<file path="src/supervisor_defs.vh">
// Timing constants and encodings for the supply supervisor and watchdog
// Operation
// RULE1: Reset output is active low open drain: pull low to assert, release otherwise.
// RULE2: Assert reset whenever the monitored rail is below the trip level.
// RULE3: Hold reset for the hold time after rail recovery or watchdog expiry.
// RULE4: Sense below the 0.5 V reference means the rail is under threshold.
// RULE5: Assert reset at once while supply sits below the chosen lockout level.
// RULE6: Assert reset as long as manual reset input is held low.
// RULE7: On manual reset release, hold reset for the hold time before release.
// RULE8: Debounce the manual reset input so a pushbutton gives a clean request.
// RULE9: Ignore low glitches on manual reset up to about 100 ns.
// RULE10: An unconnected manual reset input counts as high, no request.
// RULE11: Clear the watchdog counter on every rising or falling kick edge.
// RULE12: Kick pulses as short as 80 ns count as valid clearing edges.
// RULE13: Assert reset when the watchdog counter reaches the timeout uncleared.
// RULE14: The host must toggle the kick input faster than the watchdog timeout.
// RULE15: Clear the watchdog counter when reset comes from rail undervoltage.
// RULE16: Hold the watchdog counter at zero while reset is asserted.
// RULE17: A floating or high impedance kick input disables the watchdog.
// RULE18: A factory select chooses between two watchdog timeout durations.
// RULE19: Watchdog timeout and reset hold time are configuration parameters.
// RULE20: A valid flag from an outside detector gates the watchdog on.
`ifndef SUPERVISOR_DEFS_VH
`define SUPERVISOR_DEFS_VH
`define CLK_PERIOD_NS        40
`define MR_GLITCH_NS         100
`define KICK_MIN_PULSE_NS    80
// Glitch filter length, rounded up, plus one for margin
`define MR_FILTER_CYC        ((`MR_GLITCH_NS + `CLK_PERIOD_NS - 1) / `CLK_PERIOD_NS + 1)
// Debounce settle window in cycles (1 ms at 25 MHz)
`define MR_DEBOUNCE_CYC      25000
`define WDT_SHORT_CYC        25000000
`define WDT_LONG_CYC         40000000
`define HOLD_CYC             5000000
`define ST_HOLD              2'h0
`define ST_RUN               2'h1
`endif

</file>
<file path="src/supply_supervisor_watchdog.v">
// Supply supervisor: rail, lockout, manual reset and watchdog driven reset output
`timescale 1ns/1ps
`include "supervisor_defs.vh"
module supply_supervisor_watchdog #(
  parameter WDT_W         = 26,
  parameter HOLD_W        = 23,
  parameter MR_CNT_W      = 16,
  parameter WDT_SHORT_CYC = `WDT_SHORT_CYC,
  parameter WDT_LONG_CYC  = `WDT_LONG_CYC,
  parameter HOLD_CYC      = `HOLD_CYC,
  parameter MR_DEB_CYC    = `MR_DEBOUNCE_CYC
) (
  sys_clk,
  rstn,
  threshold_below,
  supply_below_uvlo,
  manual_reset_in_n,
  watchdog_kick_in,
  kick_valid,
  wdt_long_sel,
  reset_out_n_o,
  reset_out_n_oe,
  reset_active
);
  input               sys_clk;
  input               rstn;
  // Comparator: threshold_sense_in below the reset_trip_level reference
  input               threshold_below;
  // Comparator: analog_supply_in below the factory lockout level
  input               supply_below_uvlo;
  input               manual_reset_in_n;
  input               watchdog_kick_in;
  input               kick_valid;
  input               wdt_long_sel;
  output              reset_out_n_o;
  output              reset_out_n_oe;
  output              reset_active;
  wire                sys_clk;
  wire                rstn;
  wire                threshold_below;
  wire                supply_below_uvlo;
  wire                manual_reset_in_n;
  wire                watchdog_kick_in;
  wire                kick_valid;
  wire                wdt_long_sel;
  reg                 reset_out_n_o;
  reg                 reset_out_n_oe;
  reg                 reset_active;

  ////////////////////////////////////////////////////////////////////////////
  // Manual reset: glitch filter then debounce
  localparam FILT_N = `MR_FILTER_CYC;
  reg  [FILT_N-1:0]   mr_shift_ff;
  reg                 mr_filt_ff;
  wire                mr_clean;

  always @(posedge sys_clk or negedge rstn)
  begin
    if (!rstn)
    begin
      mr_shift_ff <= {FILT_N{1'b1}};
      mr_filt_ff  <= 1'b1;
    end
    else
    begin
      mr_shift_ff <= {mr_shift_ff[FILT_N-2:0], manual_reset_in_n};
      // Low only when low across the whole glitch window
      if (mr_shift_ff == {FILT_N{1'b0}})
        mr_filt_ff <= 1'b0; // [RULE9]
      else if (mr_shift_ff == {FILT_N{1'b1}})
        mr_filt_ff <= 1'b1;
    end
  end

  // Pull-up view: undriven pin presents high, reset value high [RULE10]
  level_debouncer #(
    .CNT_W     (MR_CNT_W),
    .STABLE_CY (MR_DEB_CYC),
    .RST_VAL   (1'b1)
  ) u_mr_deb (
    .sys_clk   (sys_clk),
    .rstn      (rstn),
    .raw_in    (mr_filt_ff),
    .clean_out (mr_clean)
  ); // [RULE8]

  ////////////////////////////////////////////////////////////////////////////
  // Kick edge detection
  reg                 kick_q_ff;
  reg                 kick_en_ff;
  wire                kick_edge;

  always @(posedge sys_clk or negedge rstn)
  begin
    if (!rstn)
    begin
      kick_q_ff  <= 1'b0;
      kick_en_ff <= 1'b0;
    end
    else
    begin
      kick_q_ff  <= watchdog_kick_in;
      kick_en_ff <= kick_valid;
    end
  end

  // Either polarity; 80 ns spans two samples so a pulse is seen [RULE11] [RULE12]
  assign kick_edge = (watchdog_kick_in != kick_q_ff) | (kick_valid != kick_en_ff);

  ////////////////////////////////////////////////////////////////////////////
  // Reset sources
  wire                rail_low;
  wire                hard_hold;
  assign rail_low  = threshold_below; // [RULE4]
  // Held low as long as any level source is active [RULE2] [RULE5] [RULE6]
  assign hard_hold = rail_low | supply_below_uvlo | ~mr_clean;

  ////////////////////////////////////////////////////////////////////////////
  // Sequencer
  reg  [1:0]          state_ff;
  reg  [1:0]          nxt_state;
  reg  [HOLD_W-1:0]   hold_cnt_ff;
  reg  [HOLD_W-1:0]   nxt_hold_cnt;
  reg  [WDT_W-1:0]    wdt_cnt_ff;
  reg  [WDT_W-1:0]    nxt_wdt_cnt;
  wire [WDT_W-1:0]    wdt_limit;
  wire                wdt_expire;
  // Last counts cut to counter width on purpose
  localparam integer      HOLD_LAST_I = HOLD_CYC - 1;
  localparam integer      WDT_SHORT_I = WDT_SHORT_CYC - 1;
  localparam integer      WDT_LONG_I  = WDT_LONG_CYC - 1;
  localparam [HOLD_W-1:0] HOLD_LAST   = HOLD_LAST_I[HOLD_W-1:0];
  localparam [WDT_W-1:0]  WDT_SHORT   = WDT_SHORT_I[WDT_W-1:0];
  localparam [WDT_W-1:0]  WDT_LONG    = WDT_LONG_I[WDT_W-1:0];
  localparam [1:0]        ST_HOLD     = `ST_HOLD;
  localparam [1:0]        ST_RUN      = `ST_RUN;

  // Factory timeout choice, both lengths are parameters [RULE18] [RULE19]
  assign wdt_limit  = wdt_long_sel ? WDT_LONG : WDT_SHORT;
  // Disabled while the kick pin is floating [RULE17] [RULE20]
  assign wdt_expire = kick_valid & (wdt_cnt_ff >= wdt_limit) & ~kick_edge; // [RULE13]

  always @*
  begin
    nxt_state    = state_ff;
    nxt_hold_cnt = hold_cnt_ff;
    nxt_wdt_cnt  = wdt_cnt_ff;
    case (state_ff)
      ST_HOLD:
      begin
        // Counter frozen at zero while reset is asserted [RULE15] [RULE16]
        nxt_wdt_cnt = {WDT_W{1'b0}};
        if (hard_hold)
          nxt_hold_cnt = {HOLD_W{1'b0}};
        else if (hold_cnt_ff >= HOLD_LAST)
        begin
          nxt_state    = ST_RUN;
          nxt_hold_cnt = {HOLD_W{1'b0}};
        end
        else
          nxt_hold_cnt = hold_cnt_ff + 1'b1; // [RULE3] [RULE7]
      end
      ST_RUN:
      begin
        nxt_hold_cnt = {HOLD_W{1'b0}};
        if (hard_hold | wdt_expire)
        begin
          nxt_state   = ST_HOLD; // [RULE2] [RULE13]
          nxt_wdt_cnt = {WDT_W{1'b0}};
        end
        else if (kick_edge | ~kick_valid)
          nxt_wdt_cnt = {WDT_W{1'b0}}; // [RULE11]
        else
          nxt_wdt_cnt = wdt_cnt_ff + 1'b1;
      end
      default:
      begin
        nxt_state    = ST_HOLD;
        nxt_hold_cnt = {HOLD_W{1'b0}};
        nxt_wdt_cnt  = {WDT_W{1'b0}};
      end
    endcase
  end

  always @(posedge sys_clk or negedge rstn)
  begin
    if (!rstn)
    begin
      state_ff    <= ST_HOLD;
      hold_cnt_ff <= {HOLD_W{1'b0}};
      wdt_cnt_ff  <= {WDT_W{1'b0}};
    end
    else
    begin
      state_ff    <= nxt_state;
      hold_cnt_ff <= nxt_hold_cnt;
      wdt_cnt_ff  <= nxt_wdt_cnt;
    end
  end

  ////////////////////////////////////////////////////////////////////////////
  // Open-drain output: drive low only when asserting
  always @(posedge sys_clk or negedge rstn)
  begin
    if (!rstn)
    begin
      reset_out_n_o  <= 1'b0;
      reset_out_n_oe <= 1'b1;
      reset_active   <= 1'b1;
    end
    else
    begin
      reset_out_n_o  <= 1'b0; // [RULE1]
      reset_out_n_oe <= (nxt_state == ST_HOLD); // [RULE1]
      reset_active   <= (nxt_state == ST_HOLD);
    end
  end
endmodule // supply_supervisor_watchdog

</file>
<file path="src/level_debouncer.v">
// Debounce filter: output follows input once stable for a set count
`timescale 1ns/1ps
`include "supervisor_defs.vh"
module level_debouncer #(
  parameter CNT_W     = 16,
  parameter STABLE_CY = `MR_DEBOUNCE_CYC,
  parameter RST_VAL   = 1'b1
) (
  sys_clk,
  rstn,
  raw_in,
  clean_out
);
  input              sys_clk;
  input              rstn;
  input              raw_in;
  output             clean_out;
  wire               sys_clk;
  wire               rstn;
  wire               raw_in;
  wire               clean_out;
  reg                state_ff;
  reg  [CNT_W-1:0]   cnt_ff;
  reg  [CNT_W-1:0]   nxt_cnt;
  reg                nxt_state;
  // Cut to counter width on purpose
  localparam integer     LIMIT_I = STABLE_CY - 1;
  localparam [CNT_W-1:0] LIMIT   = LIMIT_I[CNT_W-1:0];

  always @*
  begin
    nxt_state = state_ff;
    nxt_cnt   = {CNT_W{1'b0}};
    if (raw_in != state_ff)
    begin
      if (cnt_ff >= LIMIT)
        nxt_state = raw_in;
      else
        nxt_cnt = cnt_ff + 1'b1;
    end
  end

  always @(posedge sys_clk or negedge rstn)
  begin
    if (!rstn)
    begin
      state_ff <= RST_VAL;
      cnt_ff   <= {CNT_W{1'b0}};
    end
    else
    begin
      state_ff <= nxt_state;
      cnt_ff   <= nxt_cnt;
    end
  end

  assign clean_out = state_ff;
endmodule // level_debouncer

</file>
<file path="config.mk">
export PLATFORM = sky130hd
export DESIGN_NAME = supply_supervisor_watchdog
export DESIGN_NICKNAME = d
export VERILOG_FILES = /design/src/supply_supervisor_watchdog.v /design/src/level_debouncer.v
export VERILOG_INCLUDE_DIRS = /design/src
export SDC_FILE = /design/constraint.sdc
export NUM_CORES = 1
export LEC_CHECK = 0
export BUFFER_PORTS_ARGS = -buffer_cell sky130_fd_sc_hd__buf_4
export CAP_MARGIN = 10
export CORE_MARGIN = 1.5
export CORE_UTILIZATION = 60
export CTS_BUF_LIST = sky130_fd_sc_hd__clkbuf_16
export DETAILED_ROUTE_END_ITERATION = 8
export HOLD_SLACK_MARGIN = 0.06
export PLACE_DENSITY = 0.77
export SYNTH_ARGS = -nofsm -noshare
export SYNTH_HDL_FRONTEND = slang
export SYNTH_SLANG_ARGS = --single-unit
</file>
<file path="constraint.sdc">
create_clock -name sys_clk -period 4.8 [get_ports sys_clk]
set_input_delay 0.48 -clock sys_clk [delete_from_list [all_inputs] [get_ports sys_clk]]
set_output_delay 0.48 -clock sys_clk [all_outputs]
set_load 0.01 [all_outputs]
</file>
Yosys cells after proc, flatten, opt, wreduce, memory -nomap -nowiden
Cells that the tools add are included.
Storage, ports and cells
  input port bits: 8
  register bits: 76
  output and inout bits: 3
  word-level logic and storage cells: 51
Operators by class
  reduce and logical (&&, ||, !) cells: 5
  bitwise logic cells: 10
  equal/unequal tests: 5
  mux-type cells: 15
  order comparisons: 3
  $add $sub $neg: 3
Operators with widths (number)
  26-bit two-way mux: 4
  23-bit two-way mux: 3
  16-bit two-way mux: 2
  26-bit by 1-bit adder with 26-bit output, second input constant: 1
  26-bit >= comparator: 1
  23-bit by 1-bit adder with 23-bit output, second input constant: 1
  23-bit >= comparator, second input constant: 1
  16-bit by 1-bit adder with 16-bit output, second input constant: 1
  16-bit by 15-bit >= comparator with 1-bit output, second input constant: 1
  2-bit two-way mux: 3
  1-bit bitwise OR: 5
  4-bit == test, second input constant: 1
  2-bit zero test: 2
  4-bit zero test: 1
  2-bit case mux with 2 select lines: 1
  1-bit != test: 3
  1-bit inverter: 3
  1-bit bitwise AND: 2
  2-bit by 1-bit == test with 1-bit output, second input constant: 1
  1-bit two-way mux: 2
  2-bit AND reduction: 1
  2-bit nonzero test: 1

Longest topological paths before layout
Gate-level depths: netlist (run 1).
  word-level depth: 8
  mapped depth: 8
  depth with buffers taken out: 7

By module
From an unflattened synthesis (run 1), not the netlist that was laid out.
Unflattened totals
  cell total of the unflattened synthesis: 391
  area, all modules: 3983.8 sq um
By module, submodules not included
  supply_supervisor_watchdog: times used 1, area each 3130.5 sq um, cells an instance 308, sequential area each 1483.9 sq um
  level_debouncer: times used 1, area each 853.3 sq um, cells an instance 83, sequential area each 426.7 sq um

Least setup slack after synthesis (run 1)
OpenSTA, ideal clock, no wires.
  kind: in2reg
  start point: in wdt_long_sel
  end point: reg wdt_cnt_ff[17]
  buffers on the path: 1
  required time: 4.728 ns
  arrival: 1.936 ns
  setup time: 0.072 ns
  stages: 8
  slack: 2.793 ns
  cell sequence: inv_1 -> ha_1 -> a211oi_1 -> nand2_1 -> o211ai_1 -> nand4b_2 -> buf_2 -> nor2_1
Between the ends
  longest elaborated chain between the ends: 7
RTL lines
  from (decl): RTL line supply_supervisor_watchdog.v:45  | wire wdt_long_sel;
  26-bit two-way mux: RTL line supply_supervisor_watchdog.v:139  | assign wdt_limit = wdt_long_sel ? WDT_LONG : WDT_SHORT;
  26-bit >= comparator: RTL line supply_supervisor_watchdog.v:141  | assign wdt_expire = kick_valid & (wdt_cnt_ff >= wdt_limit) & ~kick_edge;
  1-bit bitwise AND (2 in series): RTL line supply_supervisor_watchdog.v:141
  1-bit bitwise OR: RTL line supply_supervisor_watchdog.v:166  | if (hard_hold | wdt_expire)
  26-bit two-way mux: RTL line supply_supervisor_watchdog.v:166
  26-bit two-way mux: RTL line supply_supervisor_watchdog.v:148  | case (state_ff)
  named net nxt_wdt_cnt[17]: RTL line supply_supervisor_watchdog.v:125  | reg [WDT_W-1:0] nxt_wdt_cnt;
  to (signal assigned): RTL line supply_supervisor_watchdog.v:191  | wdt_cnt_ff <= {WDT_W{1'b0}};
  to (signal assigned): RTL line supply_supervisor_watchdog.v:197  | wdt_cnt_ff <= nxt_wdt_cnt;
  to (decl): RTL line supply_supervisor_watchdog.v:124  | reg [WDT_W-1:0] wdt_cnt_ff;
The timed path passes the listed nets, and every way through them passes these cells.
A chain may end at the register's enable or synchronous reset.

Final worst setup path (run 1)
  start point: reg wdt_cnt_ff[8]
  end point: reg wdt_cnt_ff[11]
Between the ends
  longest elaborated chain between the ends: 6
  elaborated cells between the ends (all ways): 8
  classes of those cells: add/sub (1); order compare (1); mux (3); bitwise (3)
RTL lines (RTL line)
  26-bit >= comparator: supply_supervisor_watchdog.v:141
  1-bit bitwise AND (2 in series): supply_supervisor_watchdog.v:141
  1-bit bitwise OR: supply_supervisor_watchdog.v:166
  26-bit two-way mux (*): supply_supervisor_watchdog.v:166
  26-bit two-way mux (*): supply_supervisor_watchdog.v:148
  named net nxt_wdt_cnt[11]: supply_supervisor_watchdog.v:125
Mark *: on every way through the listed nets, which the timed path passes. The rest lies on a longest branch.

==> metrics, run 1 <==
outcome=finished, final reports clean; Hold Crit Depth=1; PostCTS Resize Cnt=0; final hold viol count=0; Initial Utilization=61.9%; Iter 0 DRT Violations=186; HPWL after detailed placement=4.68 mm; Cell variety after synth=52; # hold bufs at CTS=0; Critical Path Fanout Max=26; met3 Use GR=4.06%; CP required=5.03 ns; area post-placement=4020 µm²; GRT Total Usage=22.4%; Sw Share=21.3%; Hold Path Class=input pin to flop; Vias per Instance=5.70; Sum Neg Setup Slack=0 ns; Max Clk Rate=405 MHz; most frequent cells in the layout=nor2_1, dfrtp_1, nand3_1, nand2_1, xor2_1; setup bufs post-CTS=0; r2r setup slk=2.33 ns; H-tree depth=3; Final Wtd Congestion=0.802; NetSw=287 µW; Gate power share=3.0%; post-synthesis sequential area ratio=48.9%; skew final=0.00897 ns; RSZ-0062 raised after global routing=no; core area=6310 µm²; number of flops mapped to enable cells by yosys=0; power density cells=312 nW/µm²; Synth Cell Area=3910 µm²; # diodes=0; P_leak=0.00177 µW; Slew Limit Fails=0; Wirelength per Cell=14.5 µm; Post-Syn Instances=393; share of power burned in registers=48.8%; R2R Path Start=wdt_cnt_ff[8]; area grow syn2layout=10.3%; Worst VDD drop=0.228 mV; TritonCTS Sinks=76; clock power share=48.2%; final clock period utilization by the worst path=51.4%; vias in the first global route=2790; dominant synthesized flop cell=dfrtp_1; Int Power=1060 µW; commonest non-fill, non-tap cell in the layout=nor2_1; Die Y=83.7 µm; Slew HR=31.8%; R2R Path End=wdt_cnt_ff[11]; met1 usage=30.1%; crit path kind=flop to flop; fraction of registers with async set/reset=100%; die area=7000 µm²; share of cells above drive strength 1=11.7%; first-pass GRT wire length=12.6 mm; die width=83.7 µm; Crit. End Element=flop; HP Start=manual_reset_in_n; WP data arrival=2.70 ns; register bit total from synthesis=76; Hold Path End=mr_shift_ff[0]; Nets=427; Pre-Repair DR Iteration Count=6; port buffer count=9; I/O pin cnt=11; grt met2 use=34.7%; synth warn=0; final wirelength=7.06 mm; busiest grt layer=met2; ANT nets after route=0; Avg Inst Size Synth=9.94 µm²; # rows=29; Final Critical Period=2.47 ns; CTS tree=yes; maximum clock path buffer count=2; Least-Margin Pin Slew=1.02 ns; TritonCTS Buffers=9; total gr overflow=0; maxcap violations=0; worst skew pair latency=0.33 ns; largest net degree at the start of global routing=77; DR vias=2774; final instance area=4310 µm²; DRC=0; Reg clk slew, reported paths=0.06 ns; setup violators final=0; initial antenna violation count=0; r2r worst-path depth=6; CTS root buffer=clkbuf_16; Setup crit start kind=flop
[power groups by stage]
| stage | Combinational [µW] | Clock (µW) | Sequential [µW] |
|---|---|---|---|
| floorplan | 19.9 | 0 | 666 |
| global placement | 39.8 | 0 | 668 |
| detailed placement | 41.0 | 0 | 668 |
| CTS | 41.2 | 660 | 657 |
| global route | 46.2 | 690 | 657 |
| finish | 39.8 | 649 | 657 |
[per-layer routing]
metal | vias up | wire length, µm
li1 | 1374 | -
met1 | 1343 | 3390
met2 | 39 | 3330
met3 | 18 | 164
met4 | 0 | 165
met5 | - | 0
[flip-flops by register name (all words and copies together), names as in the netlist]
signal	count
wdt_cnt_ff	26
hold_cnt_ff	23
u_mr_deb.cnt_ff	16
mr_shift_ff	4
state_ff	2
kick_en_ff	1
kick_q_ff	1
mr_filt_ff	1
reset_active	1
u_mr_deb.clean_out	1
[critical path: stages (launching register included)]
cell	delay (ns)
dfrtp_1	0.42
ha_1	0.33
a211oi_1	0.24
nand2_1	0.08
o211ai_1	0.31
nand4b_2	0.65
a21oi_1	0.34
[cells in the mapped netlist (2+ instances only)]
cell / number / area [µm²]
a21o_1: 2 / 15.0
a21oi_1: 9 / 45.0
a31oi_1: 3 / 18.8
and2_1: 2 / 12.5
and3_1: 7 / 43.8
and4_1: 5 / 43.8
buf_2: 4 / 20.0
buf_4: 2 / 15.0
clkbuf_1: 3 / 11.3
dfrtp_1: 69 / 1730
dfstp_2: 7 / 184
ha_1: 14 / 175
inv_1: 6 / 22.5
nand2_1: 29 / 109
nand3_1: 29 / 145
nand4_1: 11 / 68.8
nor2_1: 74 / 278
nor2_2: 4 / 25.0
nor3_1: 12 / 60.1
nor3_2: 3 / 30.0
nor4_1: 6 / 37.5
nor4_4: 2 / 42.5
o21ai_0: 2 / 10.0
o31ai_1: 2 / 15.0
or2_2: 2 / 12.5
or3_1: 2 / 12.5
or4_1: 3 / 22.5
xnor2_1: 27 / 236
xor2_1: 29 / 254
[how the worst max path moves through the flow]
stage                             start        endpoint  slack [ns]  cells after the start
final                     wdt_cnt_ff[8]  wdt_cnt_ff[11]        2.33                      6
after global routing      wdt_cnt_ff[8]  wdt_cnt_ff[11]        2.11                      6
after detailed placement   wdt_long_sel  wdt_cnt_ff[25]        2.01                      8
after CTS                 wdt_cnt_ff[8]  wdt_cnt_ff[11]        2.36                      6
after floorplan            wdt_long_sel  wdt_cnt_ff[17]        2.79                      8
after global placement     wdt_long_sel  wdt_cnt_ff[25]        2.11                      8
[kinds of logic after synthesis]
logic type | after synthesis | share of synthesized area, %
AO/OA/AOI/OAI | 28 | 4.77
XOR/XNOR | 56 | 12.6
adder cells (fa/ha/maj) | 14 | 4.48
buffers and inverters | 16 | 2.05
flip-flops | 76 | 48.9
multiplexers | 1 | 0.288
other | 1 | 0.0960
AND/OR/NAND/NOR | 201 | 26.8
[cell type report]
cell class,instances,area [µm²]
Clock buffer,9,225
Timing Repair Buffer,9,67.6
Fill cell,474,2010
Tap cell,77,96.3
Inverter,6,22.5
Clock inverter,7,62.6
Sequential cell,76,1910
Multi-Input combinational cell,303,1920
[per-stage QoR]
step | util [%] | cells | setup slack, ns | total power, µW | hold slack, ns
finish | 68.2 | 487 | 2.33 | 1350 | 0.254
global route | 68.2 | 487 | 2.11 | 1390 | 0.242
CTS | 68.2 | 487 | 2.36 | 1360 | 0.244
detailed placement | 63.7 | 471 | 2.01 | 709 | 0.364
global placement | 63.7 | 471 | 2.11 | 708 | 0.363
floorplan | - | 395 | 2.79 | 686 | 0.184
Note: power is estimated with default switching activity, not from simulation.
==> run 2, diff against run 1 <==
Settings changed: CORE_UTILIZATION 60 to 56, PLACE_DENSITY 0.77 to 0.76.
Clock period 4.8 ns to 2.2 ns, I/O delays scaled along.
==> run 2 against run 1 <==
First-iteration DRC count down 22%; clock skew rose by 0.0018 ns; via count up 2.6%; critical path type unchanged.
==> metrics, run 2 (synthesis gave the netlist of run 1 again) <==
outcome=finished, final reports clean; GRT Total Usage=21.3%; WP data arrival=2.23 ns; Gate power share=3.5%; Initial Utilization=57.8%; Worst path slowest cell=dfrtp_1; RSZ-0062 raised after global routing=no; port buffer count=9; clock power share=47.0%; most frequent cells in the layout=nor2_1, dfrtp_1, nand3_1, nand2_1, xor2_1; I/O pin cnt=11; NetSw=672 µW; crit path kind=flop to flop; final wirelength=7.18 mm; Hold Path Class=input pin to flop; vias in the first global route=2815; CP max stage delay=0.42 ns; Sum Neg Setup Slack=0 ns; die width=86.5 µm; Top reg by flops=wdt_cnt_ff; power density cells=657 nW/µm²; Final Wtd Congestion=0.852; DR vias=2846; # diodes=0; CP required=2.45 ns; TritonCTS Sinks=76; final hold viol count=0; max reg flops=26; Int Power=2220 µW; Least-Margin Pin Slew=0.600 ns; worst skew pair latency=0.34 ns; DRC=0; setup bufs post-CTS=0; total gr overflow=0; met1 usage=27.3%; area grow syn2layout=12.7%; P_leak=0.00181 µW; commonest non-fill, non-tap cell in the layout=nor2_1; first-pass GRT wire length=12.5 mm; grt met2 use=35.3%; Largest regs=wdt_cnt_ff (26), hold_cnt_ff (23), u_mr_deb.cnt_ff (16); initial antenna violation count=0; CTS root buffer=clkbuf_16; Setup crit start kind=flop; maxcap violations=0; Reg clk slew, reported paths=0.06 ns; Slew Limit Fails=0; Sw Share=23.2%; largest net degree at the start of global routing=40; Crit. End Element=flop; met3 Use GR=3.90%; # rows=30; share of cells above drive strength 1=13.3%; setup violators final=0; CP cell instances=ha_1 -> a211oi_1 -> nand2_1 -> o211ai_1 -> nand4b_2 -> buf_4 -> a21oi_1; share of power burned in registers=49.5%; Nets=437; Slew HR=60.0%; Final Critical Period=1.98 ns; maximum clock path buffer count=2; Critical Path Fanout Max=15; busiest grt layer=met2; final hold slack=0.367 ns; Wirelength per Cell=14.4 µm; final clock period utilization by the worst path=89.9%; die area=7490 µm²; Die Y=86.5 µm; ANT nets after route=0; final std cells w/o fill=500; skew final=0.0108 ns; HPWL after detailed placement=4.76 mm; Vias per Instance=5.69; Iter 0 DRT Violations=146; Max Clk Rate=505 MHz; Pre-Repair DR Iteration Count=4; Worst VDD drop=0.412 mV; CTS tree=yes; Inst Count DP=480; core area=6760 µm²; TritonCTS Buffers=9; H-tree depth=3
==> run 2: changes by cell type in the layout (fill, tap and decap cells not counted), sizes merged <==
cell,change
inv,-1
buf,+6
clkinv,+3
bufinv,-1
clkinvlp,-1
dlygate4sd3,+4
==> run 2: power groups by stage <==
stage                     clock network, µW  logic, µW  registers [µW]
after global placement                    0       93.8            1460
after floorplan                           0       43.4            1450
after global routing                   1460        117            1430
after CTS                              1380        103            1430
after detailed placement                  0       96.8            1460
final                                  1360        103            1430
==> run 2: path summary, 6_finish.rpt <==
check / start / end / slack (ns) / cells past startpoint
setup / recovery: wdt_cnt_ff[8] / wdt_cnt_ff[11] / 0.22 / 7
hold / removal: supply_below_uvlo / reset_active / 0.37 / 4
setup reg to reg: wdt_cnt_ff[8] / wdt_cnt_ff[11] / 0.22 / 7
hold reg to reg: mr_shift_ff[0] / mr_shift_ff[1] / 0.37 / 0
max in group asynchronous: rstn / reset_active / 1.16 / 3
min in group asynchronous: rstn / u_mr_deb.cnt_ff[11] / 0.40 / 2
==> run 2: repair_timing <==
action / in CTS / in global routing
setup endpoints to repair: 0 / 12
hold endpoints to repair: 35 / 0
gates resized for setup: 0 / 1
hold buffers: 4 / 0
==> run 2: final cells by class <==
cell class / count / area (µm²)
Tap cell: 80 / 100
Fill cell: 533 / 2350
Inverter: 6 / 22.5
Clock inverter: 7 / 51.3
Multi-Input combinational cell: 303 / 1930
Sequential cell: 76 / 1910
Clock buffer: 9 / 225
Timing Repair Buffer: 19 / 165
==> run 2: per-layer routing <==
layer,share of wire [%],vias to the layer above,wire length [µm]
met4,1.7,0,125
met1,47,1386,3370
li1,-,1406,-
met2,48,45,3470
met5,0,-,0
met3,2.9,9,209
==> run 2: stage by stage <==
step,worst slack (ns),utilization (%),area [µm²],total power (µW)
3_5_place_dp,0.155,60.4,4080,1550
4_1_cts,0.146,65.1,4400,2910
5_1_grt,0.0348,65.1,4400,3010
3_3_place_gp,0.212,60.4,4080,1550
6_report,0.221,65.1,4400,2890
2_1_floorplan,0.347,-,3910,1500
==> run 2: critical path: cells and delay by family (launching register included) <==
kind,cells,cell delay (ns)
AOI/OAI and AO/OA,3,0.70
DFF,1,0.42
adders and majority gates,1,0.33
and+or+nand+nor,2,0.22
buffers and inverters,1,0.21
==> run 3, diff against run 2 <==
Settings changed: ABC_AREA from default to 1, CORE_UTILIZATION 56 to 57, PLACE_DENSITY 0.76 to 0.77.
==> run 3 against run 2 <==
Synthesized cell count grew 36%; sequential power is essentially flat; setup slack gained 0.044 ns; critical path type unchanged; highest routed layer unchanged.
==> metrics, run 3 <==
Max Clk Rate=517 MHz; Synth Cell Area=4420 µm²; Crit. End Element=flop; Final Wtd Congestion=0.914; commonest non-fill, non-tap cell in the layout=nand2_1; post-synth top area cell=dfrtp_1; Final Critical Period=1.93 ns; top sig layer=met4; initial antenna violation count=0; Hold Path Class=input pin to flop; R2R Path End=wdt_cnt_ff[19]; Tot Pwr=3000 µW; Die Y=91.0 µm; Slew Limit Fails=0; final wirelength=8.86 mm; Setup crit start kind=flop; r2r worst-path depth=10; Sum Neg Setup Slack=0 ns; leading cell types by count after synthesis=nand2_1, nor2_1, dfrtp_1; # rows=31; die area=8290 µm²; number of flops mapped to enable cells by yosys=0; P_leak=0.00209 µW; Reg clk slew, reported paths=0.07 ns; PostCTS Resize Cnt=0; Hold Crit Depth=6; Pre-Repair DR Iteration Count=5; post-synthesis sequential area ratio=43.3%; Avg Inst Size Synth=8.24 µm²; Yosys top cell area share=39.1%; final hold slack=0.305 ns; # diodes=0; CTS root buffer=clkbuf_16; largest net degree at the start of global routing=41; Post-Syn Instances=536; vias in the first global route=3505; Nets=581; Iter 0 DRT Violations=180; dominant synthesized flop cell=dfrtp_1; HPWL after detailed placement=6.39 mm; CP required=2.40 ns; filler cell count=585; most frequent cells in the layout=nand2_1, nor2_1, dfrtp_1; TritonCTS Buffers=9; CTS tree=yes; port buffer count=9; Critical Path Fanout Max=25; total gr overflow=0; Worst VDD drop=0.639 mV; final hold viol count=0; TritonCTS Sinks=76; Initial Utilization=59.9%; Vias per Instance=5.33; DRC=0; fraction of registers with async set/reset=100%; WP data arrival=2.13 ns; H-tree depth=3; ANT nets after route=0; die width=91.0 µm; synth warn=0; final clock period utilization by the worst path=87.9%; I/O pin cnt=11; register bit total from synthesis=76; worst skew pair latency=0.33 ns; R2R Path Start=wdt_cnt_ff[16]; outcome=finished, final reports clean; first-pass GRT wire length=15.9 mm; share of cells above drive strength 1=19.1%; area grow syn2layout=11.6%; cell with the most instances after synthesis=nand2_1; Largest regs=wdt_cnt_ff (26), hold_cnt_ff (23), u_mr_deb.cnt_ff (16); maxcap violations=0; r2r setup slk=0.27 ns; HP Start=supply_below_uvlo; core area=7370 µm²; RSZ-0062 raised after global routing=no; power density cells=608 nW/µm²; maximum clock path buffer count=2; setup bufs post-CTS=0; setup violators final=0; Top reg by flops=wdt_cnt_ff; wire length on met3=346 µm; skew final=0.00625 ns; max reg flops=26; DR WL met2=4.44 mm; Post-Route M1 WL=3.94 mm; GRT Total Usage=23.8%; Area contributors post-synth=dfrtp_1, nand2_1, nor2_2, nor2_1, inv_1; DR vias=3531; crit path kind=flop to flop; Hold Path End=state_ff[0]; Cell variety after synth=37; Wirelength per Cell=13.4 µm; Final Util=66.9%
[run 3: changes by cell type after synthesis, sizes merged, moves of 3 or more]
cell,previous run,this run
inv,6,66
and4,5,0
xnor2,27,9
or4,4,0
nand4,11,17
nand2,29,102
nor3,15,35
nor2,78,113
nor4,8,2
a21oi,9,13
xor2,29,22
o21ai,3,11
and3,8,1
clkbuf,3,0
[run 3: timing repair]
action,CTS,global route
setup endpoints to repair,0,0
endpoints found under the hold margin,33,0
hold buffers,4,0
[run 3: how the worst max path moves through the flow]
| stage | cells after the start | slack, ns | end | startpoint |
|---|---|---|---|---|
| after floorplan | 11 | 0.53 | wdt_cnt_ff[24] | wdt_cnt_ff[8] |
| after global placement | 12 | 0.32 | wdt_cnt_ff[21] | wdt_long_sel |
| after detailed placement | 12 | 0.23 | wdt_cnt_ff[22] | wdt_long_sel |
| after CTS | 10 | 0.27 | wdt_cnt_ff[19] | wdt_cnt_ff[16] |
| after global routing | 10 | 0.08 | wdt_cnt_ff[19] | wdt_cnt_ff[8] |
| final | 10 | 0.27 | wdt_cnt_ff[19] | wdt_cnt_ff[16] |
[run 3: kinds of logic (layout without fill, tap and decap cells)]
group,count (synthesis),in the layout,synth area share [%]
AOI/OAI and AO/OA,34,34,4.62
xor gates and xnor gates,31,31,6.15
adders and majority gates,14,14,3.97
buffers and inverters,72,98,6.88
DFF,76,76,43.3
other,1,3,0.0849
and+or+nand+nor,308,308,35.0
[run 3: cell type report]
cell class / instances / area, µm² / share of cell area (%)
Sequential cell: 76 / 1910 / 38.8
Clock inverter: 7 / 65.1 / 1.32
Tap cell: 99 / 124 / 2.51
Multi-Input combinational cell: 390 / 2210 / 44.8
Clock buffer: 9 / 225 / 4.57
Inverter: 66 / 250 / 5.08
Timing Repair Buffer: 16 / 143 / 2.89
[run 3: per-stage QoR]
stage          setup WS [ns]  instance area, µm²  std cells
6_report               0.266                4930        663
5_1_grt               0.0765                4930        663
4_1_cts                0.269                4930        663
3_5_place_dp           0.232                4600        643
3_3_place_gp           0.324                4600        643
2_1_floorplan          0.528                4420        538
[run 3: report_power, final]
| part | switching [µW] | internal [µW] |
|---|---|---|
| clock | 625 | 791 |
| sequential | 16.4 | 1430 |
| combinational | 92.4 | 43.0 |
[run 3: critical path, stage by stage, from the launching register on]
cell,delay (ns)
dfrtp_1,0.45
ha_1,0.31
nand2_1,0.06
nor3_1,0.21
nand2_1,0.08
nor2_1,0.09
nand2_1,0.06
nand3_2,0.09
nor3_4,0.05
inv_4,0.28
nor2_1,0.11
[run 3: metal layers]
layer / global-route usage (%) / vias to the layer above
met1: 30.9 / 1659
met4: 8.59 / 0
met3: 4.69 / 17
met2: 39.6 / 90
li1: - / 1765
met5: 0 / -
